File: config.mk
export PLATFORM = sky130hd
export DESIGN_NAME = pcm_top
export DESIGN_NICKNAME = d
export VERILOG_FILES = /design/src/pcm_pkg.sv /design/src/pcm_prediv.sv /design/src/pcm_top.sv
export VERILOG_INCLUDE_DIRS = /design/src
export SDC_FILE = /design/constraint.sdc
export NUM_CORES = 1
export LEC_CHECK = 0
export ABC_AREA = 1
export BUFFER_PORTS_ARGS = -buffer_cell sky130_fd_sc_hd__buf_2
export CORE_MARGIN = 2
export CORE_UTILIZATION = 56
export DETAILED_ROUTE_END_ITERATION = 6
export PLACE_DENSITY_LB_ADDON = 0.15
export SLEW_MARGIN = 5
export SYNTH_ARGS = -nofsm -noshare
export SYNTH_HDL_FRONTEND = slang
export SYNTH_HIERARCHICAL = 1
export SYNTH_SLANG_ARGS = --single-unit
File: constraint.sdc
create_clock -name clk -period 2.1 [get_ports clk]
set_input_delay 0.105 -clock clk [delete_from_list [all_inputs] [get_ports clk]]
set_output_delay 0.105 -clock clk [all_outputs]
set_load 0.01 [all_outputs]
File: src/pcm_map.svh
/*
 * Register map, field masks, reset values and timing constants
 * of the pll configuration and clock interrupt mask block.
 * Assumes a 32-bit register port with byte addresses.
 */
`ifndef PCM_MAP_SVH
`define PCM_MAP_SVH

// register byte addresses
`define PCM_ADDR_PLLA_CFG   32'h400E_0428
`define PCM_ADDR_IRQ_EN     32'h400E_0460
`define PCM_ADDR_IRQ_DIS    32'h400E_0464
`define PCM_ADDR_STATUS     32'h400E_0468
`define PCM_ADDR_IRQ_MASK   32'h400E_046C
`define PCM_ADDR_WP_MODE    32'h400E_04E4

// reset values
`define PCM_PLLA_RST        32'h2000_3F00
`define PCM_ZERO32          32'h0000_0000
`define PCM_WP_BIT          0

// implemented clock event bits of status and mask
`define PCM_IRQ_VALID       32'h0007_070F

// pll field codes
`define PCM_DIV_OFF         8'h00
`define PCM_DIV_BYPASS      8'h01
`define PCM_MULT_OFF        11'h000

// clock rates for the slow clock enable
`define PCM_CLK_HZ          25000000
`define PCM_SLCK_HZ         32768

`endif

File: src/pcm_pkg.sv
/*
 * Types shared by the pll configuration block.
 * Assumes pcm_map.svh supplies the numeric constants.
 */
package pcm_pkg;

    // layout of the pll configuration word
    typedef struct packed {
        logic [1:0]  rsv_hi;
        logic        one;
        logic [1:0]  rsv_a;
        logic [10:0] mult;
        logic [1:0]  rsv_b;
        logic [5:0]  lock_count;
        logic [7:0]  prediv;
    } pcm_pll_cfg_t;

    // layout of status and mask words
    typedef struct packed {
        logic [12:0] rsv_hi;
        logic        clock_fail_event;
        logic        rc_osc_stable;
        logic        main_osc_select_done;
        logic [4:0]  rsv_m;
        logic [2:0]  prog_clock_ready;
        logic [3:0]  rsv_l;
        logic        master_clock_ready;
        logic        pll_b_locked;
        logic        pll_a_locked;
        logic        xtal_osc_stable;
    } pcm_irq_t;

endpackage

File: src/pcm_prediv.sv
/*
 * Front-end divider of the first pll: turns the input clock enable
 * into a divided enable pulse.
 * Assumes tick_in is a one-cycle enable on clk.
 */
`timescale 1ns/1ns
`include "pcm_map.svh"

module pcm_prediv
(
    input  wire logic       clk,
    input  wire logic       nrst,
    input  wire logic       tick_in,
    input  wire logic [7:0] prediv,
    output logic            div_out
);

    logic [7:0] cnt;

    ////////////////////////////////////////////////////////////////////
    // divide counter, restarted when divider is off or bypassed
    always_ff @(posedge clk or negedge nrst)
    begin
        if (!nrst)
            cnt <= 8'h00;
        else if (prediv == `PCM_DIV_OFF || prediv == `PCM_DIV_BYPASS)
            cnt <= 8'h00;
        else if (tick_in)
        begin
            if (cnt >= prediv - 8'h01)
                cnt <= 8'h00;
            else
                cnt <= cnt + 8'h01;
        end
    end

    ////////////////////////////////////////////////////////////////////
    // divider output
    always_ff @(posedge clk or negedge nrst)
    begin
        if (!nrst)
            div_out <= 1'h0;
        else if (prediv == `PCM_DIV_OFF)
            div_out <= 1'h0;
        else if (prediv == `PCM_DIV_BYPASS)
            div_out <= tick_in;
        else
            div_out <= tick_in && (cnt >= prediv - 8'h01);
    end

endmodule

File: src/pcm_top.sv
/*
 * Configuration logic of the first pll and the clock interrupt mask:
 * pll configuration register with write protection, slow clock lock
 * counter, sticky clock status, read-only mask and interrupt line.
 * Assumes a single 25 MHz clock, a register port with read data one
 * cycle after the strobe, and asynchronous clock event levels.
 */
`timescale 1ns/1ns
`include "pcm_map.svh"

// Overview of operation
// - divider field zero holds divider output low, pll disabled
// - divider field one passes input clock undivided, pll enabled if multiplier non-zero
// - divider field 2 to 255 divides input clock by that value
// - after config write, wait lock count slow cycles then set lock
// - multiplier field zero disables pll regardless of divider
// - multiplier 7 to 62 gives output frequency input times field+1
// - config writes ignored while write protection is enabled
// - mask register is read-only, one means interrupt enabled
// - mask bits: crystal 0, pll a lock 1, pll b lock 2, mck 3
// - mask bits: prog clocks 8-10, osc select 16, rc 17, fail 18
module pcm_top
    import pcm_pkg::*;
#(
    parameter int CLK_HZ   = `PCM_CLK_HZ,
    parameter int SLCK_HZ  = `PCM_SLCK_HZ,
    parameter int SLCK_DIV = CLK_HZ / SLCK_HZ
)
(
    input  wire logic        clk,
    input  wire logic        nrst,
    input  wire logic [31:0] addr,
    input  wire logic [31:0] wdata,
    input  wire logic        wr,
    input  wire logic        rd,
    output logic      [31:0] rdata,
    input  wire logic        pll_in_tick,
    input  wire logic [31:0] clk_events,
    output logic             irq,
    output logic             pll_a_div_tick,
    output logic             pll_a_enable,
    output logic      [11:0] pll_a_factor,
    output logic             pll_a_locked
);

    localparam int SW = $clog2(SLCK_DIV + 1);

    pcm_pll_cfg_t  pll_a_config;
    pcm_irq_t      clock_irq_mask;
    pcm_irq_t      clock_status_reg;
    pcm_irq_t      next_status;
    logic          write_protect_enable;
    logic [31:0]   evt_meta;
    logic [31:0]   evt_sync;
    logic [31:0]   evt_prev;
    logic [31:0]   evt_rise;
    logic [SW-1:0] slck_cnt;
    logic          slck_tick;
    logic [5:0]    lock_cnt;
    logic          lock_run;
    logic          lock_set;
    logic          cfg_wr;
    logic          next_lock;
    logic [31:0]   next_rdata;

    ////////////////////////////////////////////////////////////////////
    // pll is running only with both divider and multiplier non-zero
    function automatic logic pcm_pll_on(input pcm_pll_cfg_t c);
        pcm_pll_on = (c.prediv != `PCM_DIV_OFF) &&
                     (c.mult != `PCM_MULT_OFF);
    endfunction

    // register write hit at one byte address
    function automatic logic pcm_hit(input logic [31:0] a,
                                     input logic [31:0] ref_a);
        pcm_hit = (a == ref_a);
    endfunction

    ////////////////////////////////////////////////////////////////////
    // two-flop synchroniser for the asynchronous clock event levels
    always_ff @(posedge clk or negedge nrst)
    begin
        if (!nrst)
        begin
            evt_meta <= `PCM_ZERO32;
            evt_sync <= `PCM_ZERO32;
        end
        else
        begin
            evt_meta <= clk_events;
            evt_sync <= evt_meta;
        end
    end

    // previous synchronised level for rising edge detection
    always_ff @(posedge clk or negedge nrst)
    begin
        if (!nrst)
            evt_prev <= `PCM_ZERO32;
        else
            evt_prev <= evt_sync;
    end

    // rising edges of implemented events; pll a lock is internal
    always_comb
    begin
        evt_rise = evt_sync & ~evt_prev & `PCM_IRQ_VALID;
        evt_rise[1] = lock_set;
    end

    ////////////////////////////////////////////////////////////////////
    // slow clock enable, one pulse per slow clock period
    always_ff @(posedge clk or negedge nrst)
    begin
        if (!nrst)
        begin
            slck_cnt  <= '0;
            slck_tick <= 1'h0;
        end
        else if (slck_cnt >= SW'(SLCK_DIV - 1))
        begin
            slck_cnt  <= '0;
            slck_tick <= 1'h1;
        end
        else
        begin
            slck_cnt  <= slck_cnt + SW'(1);
            slck_tick <= 1'h0;
        end
    end

    ////////////////////////////////////////////////////////////////////
    // accepted configuration write, dropped under write protection
    assign cfg_wr = wr && pcm_hit(addr, `PCM_ADDR_PLLA_CFG)
                    && !write_protect_enable;

    // pll configuration register
    always_ff @(posedge clk or negedge nrst)
    begin
        if (!nrst)
            pll_a_config <= pcm_pll_cfg_t'(`PCM_PLLA_RST);
        else if (cfg_wr)
            pll_a_config <= pcm_pll_cfg_t'(wdata);
    end

    // write protection mode bit
    always_ff @(posedge clk or negedge nrst)
    begin
        if (!nrst)
            write_protect_enable <= 1'h0;
        else if (wr && pcm_hit(addr, `PCM_ADDR_WP_MODE))
            write_protect_enable <= wdata[`PCM_WP_BIT];
    end

    ////////////////////////////////////////////////////////////////////
    // interrupt mask: set by enable writes, cleared by disable writes
    always_ff @(posedge clk or negedge nrst)
    begin
        if (!nrst)
            clock_irq_mask <= pcm_irq_t'(`PCM_ZERO32);
        else if (wr && pcm_hit(addr, `PCM_ADDR_IRQ_EN))
            clock_irq_mask <= pcm_irq_t'((clock_irq_mask | wdata)
                              & `PCM_IRQ_VALID);
        else if (wr && pcm_hit(addr, `PCM_ADDR_IRQ_DIS))
            clock_irq_mask <= pcm_irq_t'(clock_irq_mask & ~wdata);
    end

    ////////////////////////////////////////////////////////////////////
    // lock counter: reloaded on every accepted write, counts slow ticks
    always_ff @(posedge clk or negedge nrst)
    begin
        if (!nrst)
        begin
            lock_cnt <= 6'h00;
            lock_run <= 1'h0;
        end
        else if (cfg_wr)
        begin
            lock_cnt <= wdata[13:8];
            lock_run <= pcm_pll_on(pcm_pll_cfg_t'(wdata));
        end
        else if (!pcm_pll_on(pll_a_config))
            lock_run <= 1'h0;
        else if (lock_run && slck_tick)
        begin
            if (lock_cnt <= 6'h01)
                lock_run <= 1'h0;
            else
                lock_cnt <= lock_cnt - 6'h01;
        end
    end

    // lock flag rises when the counted wait ends
    always_comb
    begin
        lock_set  = lock_run && slck_tick && (lock_cnt <= 6'h01)
                    && !cfg_wr && pcm_pll_on(pll_a_config);
        next_lock = pll_a_locked;
        if (cfg_wr || !pcm_pll_on(pll_a_config))
            next_lock = 1'h0;
        else if (lock_set)
            next_lock = 1'h1;
    end

    always_ff @(posedge clk or negedge nrst)
    begin
        if (!nrst)
            pll_a_locked <= 1'h0;
        else
            pll_a_locked <= next_lock;
    end

    ////////////////////////////////////////////////////////////////////
    // front-end divider of the pll input clock enable
    pcm_prediv i_pcm_prediv
    (
        .clk     (clk),
        .nrst    (nrst),
        .tick_in (pll_in_tick),
        .prediv  (pll_a_config.prediv),
        .div_out (pll_a_div_tick)
    );

    // pll enable and multiplication factor
    always_ff @(posedge clk or negedge nrst)
    begin
        if (!nrst)
        begin
            pll_a_enable <= 1'h0;
            pll_a_factor <= 12'h000;
        end
        else
        begin
            pll_a_enable <= pcm_pll_on(pll_a_config);
            if (pcm_pll_on(pll_a_config))
                pll_a_factor <= {1'h0, pll_a_config.mult}
                                + 12'h001;
            else
                pll_a_factor <= 12'h000;
        end
    end

    ////////////////////////////////////////////////////////////////////
    // sticky status: event set wins over write-one-to-clear
    always_comb
    begin
        next_status = clock_status_reg;
        if (wr && pcm_hit(addr, `PCM_ADDR_STATUS))
            next_status = pcm_irq_t'(clock_status_reg & ~wdata);
        next_status = pcm_irq_t'((next_status | evt_rise)
                      & `PCM_IRQ_VALID);
    end

    always_ff @(posedge clk or negedge nrst)
    begin
        if (!nrst)
            clock_status_reg <= pcm_irq_t'(`PCM_ZERO32);
        else
            clock_status_reg <= next_status;
    end

    // level interrupt from unmasked status bits
    always_ff @(posedge clk or negedge nrst)
    begin
        if (!nrst)
            irq <= 1'h0;
        else
            irq <= |(next_status & clock_irq_mask);
    end

    ////////////////////////////////////////////////////////////////////
    // read multiplexer, unmapped addresses read zero
    always_comb
    begin
        next_rdata = `PCM_ZERO32;
        if (rd)
        begin
            case (addr)
                `PCM_ADDR_PLLA_CFG:
                    next_rdata = pll_a_config;
                `PCM_ADDR_IRQ_MASK:
                    next_rdata = clock_irq_mask;
                `PCM_ADDR_STATUS:
                    next_rdata = clock_status_reg;
                `PCM_ADDR_WP_MODE:
                    next_rdata[`PCM_WP_BIT] = write_protect_enable;
                default:
                    next_rdata = `PCM_ZERO32;
            endcase
        end
    end

    // read data stand only in the cycle after the strobe
    always_ff @(posedge clk or negedge nrst)
    begin
        if (!nrst)
            rdata <= `PCM_ZERO32;
        else
            rdata <= next_rdata;
    end

endmodule

==> results.cfg <==
[critical_path]
cp_common_cell = nand2_1
cp_top_family = simple AND/OR/NAND/NOR gates
crit_slowest_cell = dfrtp_1
path_max_fanout = 5
slowest_delay_ns = 0.40
worst-path-stages = 13
end_kind = register
critPathLaunchType = register
r2r_cells = 13
worstPathArrival_ns = 2.33
critPathRequiredTime_ns = 2.42
cp_cell_sequence = nor2_1 > nand2_2 > nor3_1 > xnor2_1 > ha_1 > nand2_1 > a21oi_2 > inv_1 > nand2_1 > a21oi_2 > buf_4 > nand4_1 > nand2_1
critPathKind = reg -> reg
path_buf_inv = 2

[synth]
async_reset_ff_frac = 1.00
synth_cell_types = 42
syn-cell-area_mm2 = 0.00801
ys_top_cells_by_area = dfrtp_1 53%, nand2_1 12%, inv_1 4.6%, nor2_1 3.9%, ha_1 3.0%
yosysTopAreaCell = dfrtp_1
yosysWarnings = 6
synth_enable_flop_cells = 0
syn-num-nets = 1029
avgSynthCellArea_um2 = 8.81
synthCells = 909
synthFlopType = dfrtp_1
ys_ff_latch = 176
seq_area_frac_synth = 0.551
synth_commonest_cells = 255 x nand2_1, 169 x dfrtp_1, 99 x inv_1, 84 x nor2_1
yosysTopAreaCellShare = 0.528
yosysMostFrequentCell = nand2_1

[floorplanning]
die_y_um = 124
rows = 43
die_area_mm2 = 0.0153
die_w_um = 124
ioPinCount = 149
start_util = 0.575
core_area_mm2 = 0.0139

[detailed_routing]
routed_wl_um = 18300
routed-via-count = 6567
drc_errors = 0
drt-vias-per-instance = 5.12
post_drt_wl_per_cell_um = 14.2
drtPass1Iterations = 5
antenna_left = 0
drt_iter0_drc = 586

[flow_run]
max-cap-violations = 0

[final_layout]
reg_top3 = pll_a_config x32, rdata x32, clock_irq_mask x22
area_growth_pct = 24.0
nNetsFinal = 1209
drive_above_1_share = 0.221
final_core_util = 0.713
diodes = 0
nFillCells = 1097

[worst_hold_path]
min_path_cells = 4
worstHoldPathType = in -> reg

[grt]
antenna_found_initial = 0
globalRouteOverflowTotal = 0
grt_pass1_vias = 6325
grt_max_degree = 53
grt_pass1_wl_um = 30000
grt.total_usage = 0.256

[sta]
post-route-min-period_ns = 2.01
fmax_mhz = 497
timing.final.crit_share = 0.958
tns_ns = 0
tightest_slew_ns = 0.492
setup_ws_ns = 0.0887
final_hold_viol_count = 0
grt_setup_unrepaired = true
slew_headroom = 0.670
finalClockSkew_ns = 0.00676
setup_viol = 0
maxSlewViolCount = 0

[clock_tree]
h-tree-depth = 4
ctsRootBufferMaster = clkbuf_16
cts_max_path_buffers = 2
cts-buffers-inserted = 17
cts_sinks = 176
cts_tree = built
clk_latency_ns = 0.43
clk_pin_slew_worst_paths_ns = 0.06

[pwr]
comb_power_share = 0.043
seq_power_share = 0.495
p_total_mw = 6.92
switchingPower_mw = 1.53
p_sw_frac = 0.221
p_int_mw = 5.39
power_leakage_nw = 5.08
max-vdd-ir-drop_mv = 0.670
share_clk_of_total_power = 0.462
powerDensity_mw_per_mm2 = 697

[outcome]
outcome = completed

[placement]
dp_hpwl_um = 12400
pre_cts_ws_ns = 0.100
port_buffers = 125
gp_congestion = 0.831
-- logic make-up after synthesis --
group	after synthesis	synth area share
xor gates and xnor gates	15	0.0164
adders and majority gates	19	0.0297
and+or+nand+nor	429	0.233
buffers and inverters	133	0.0708
AOI/OAI and AO/OA	137	0.0995
DFF	176	0.551
-- power groups by stage --
stage | combinational [mW] | clock (mW) | sequential (mW)
2_1_floorplan | 0.0501 | 0 | 3.49
3_3_place_gp | 0.241 | 0 | 3.49
3_5_place_dp | 0.243 | 0 | 3.49
4_1_cts | 0.302 | 3.25 | 3.43
5_1_grt | 0.336 | 3.41 | 3.42
6_report | 0.298 | 3.20 | 3.43
-- layer usage --
layer	wire, um	share of wire	track usage
met1	8020	0.44	0.348
met2	8770	0.48	0.403
met3	1010	0.055	0.0554
met4	476	0.026	0.102
met5	0	0	0
-- worst paths after layout --
kind                                  from                  end  slack (ns)
setup / recovery           pll_a_config[1]  i_pcm_prediv/cnt[1]        0.09
hold / removal                    wdata[3]  clock_status_reg[3]        0.03
setup reg to reg           pll_a_config[1]  i_pcm_prediv/cnt[1]        0.09
hold reg to reg               evt_meta[16]         evt_sync[16]        0.35
max in group asynchronous             nrst      pll_a_config[9]        1.24
min in group asynchronous             nrst             rdata[4]        0.20
-- worst reg2reg max path, stage by stage (launching register included) --
cell,delay (ns)
dfrtp_1,0.40
nor2_1,0.14
nand2_2,0.10
nor3_1,0.20
xnor2_1,0.10
ha_1,0.31
nand2_1,0.09
a21oi_2,0.14
inv_1,0.05
nand2_1,0.07
a21oi_2,0.04
buf_4,0.15
nand4_1,0.06
nand2_1,0.05
-- through the flow --
| stage | hold slack [ns] | instance area, um2 | cells |
|---|---|---|---|
| global placement | 0.0888 | 8900 | 1209 |
| detailed placement | 0.0921 | 8900 | 1209 |
| global route | 0.0511 | 9930 | 1282 |
| floorplan | -0.191 | 8010 | 909 |
| CTS | 0.00209 | 9900 | 1281 |
| finish | 0.0330 | 9930 | 1282 |
-- layout by cell type (no fill, tap or decap), drive strengths merged --
master and instances:
dfstp 7, a31oi 1, clkbuf 19, nor3b 3, bufinv 2, and3 2
inv 114, nand3 27, nand4 18, o21ai 60, o21bai 4, or2 1
clkinv 7, o211ai 7, ha 19, nor4 4, nand3b 1, a21oi 62
o22ai 1, nor2 99, dfrtp 169, a22oi 1, nand2 261, o32ai 1
dlygate4sd3 40, xnor2 8, xor2 7, nor3 13, buf 144
-- cell type report --
cell class | instances | area [um2] | area share
timing repair buffer | 184 | 1220 | 0.123
inverter | 110 | 414 | 0.0417
clock buffer | 19 | 453 | 0.0456
sequential | 176 | 4410 | 0.444
clock inverter | 13 | 151 | 0.0152
multi-input combinational | 600 | 3050 | 0.307
tap | 180 | 225 | 0.0227
-- timing repair --
item                       CTS  global route
hold endpoints to repair   126             0
resized for setup            0             8
setup endpoints to repair    0             9
buffers inserted             0             1
hold buffers                40             0
Power figures use the tool's default switching activity.
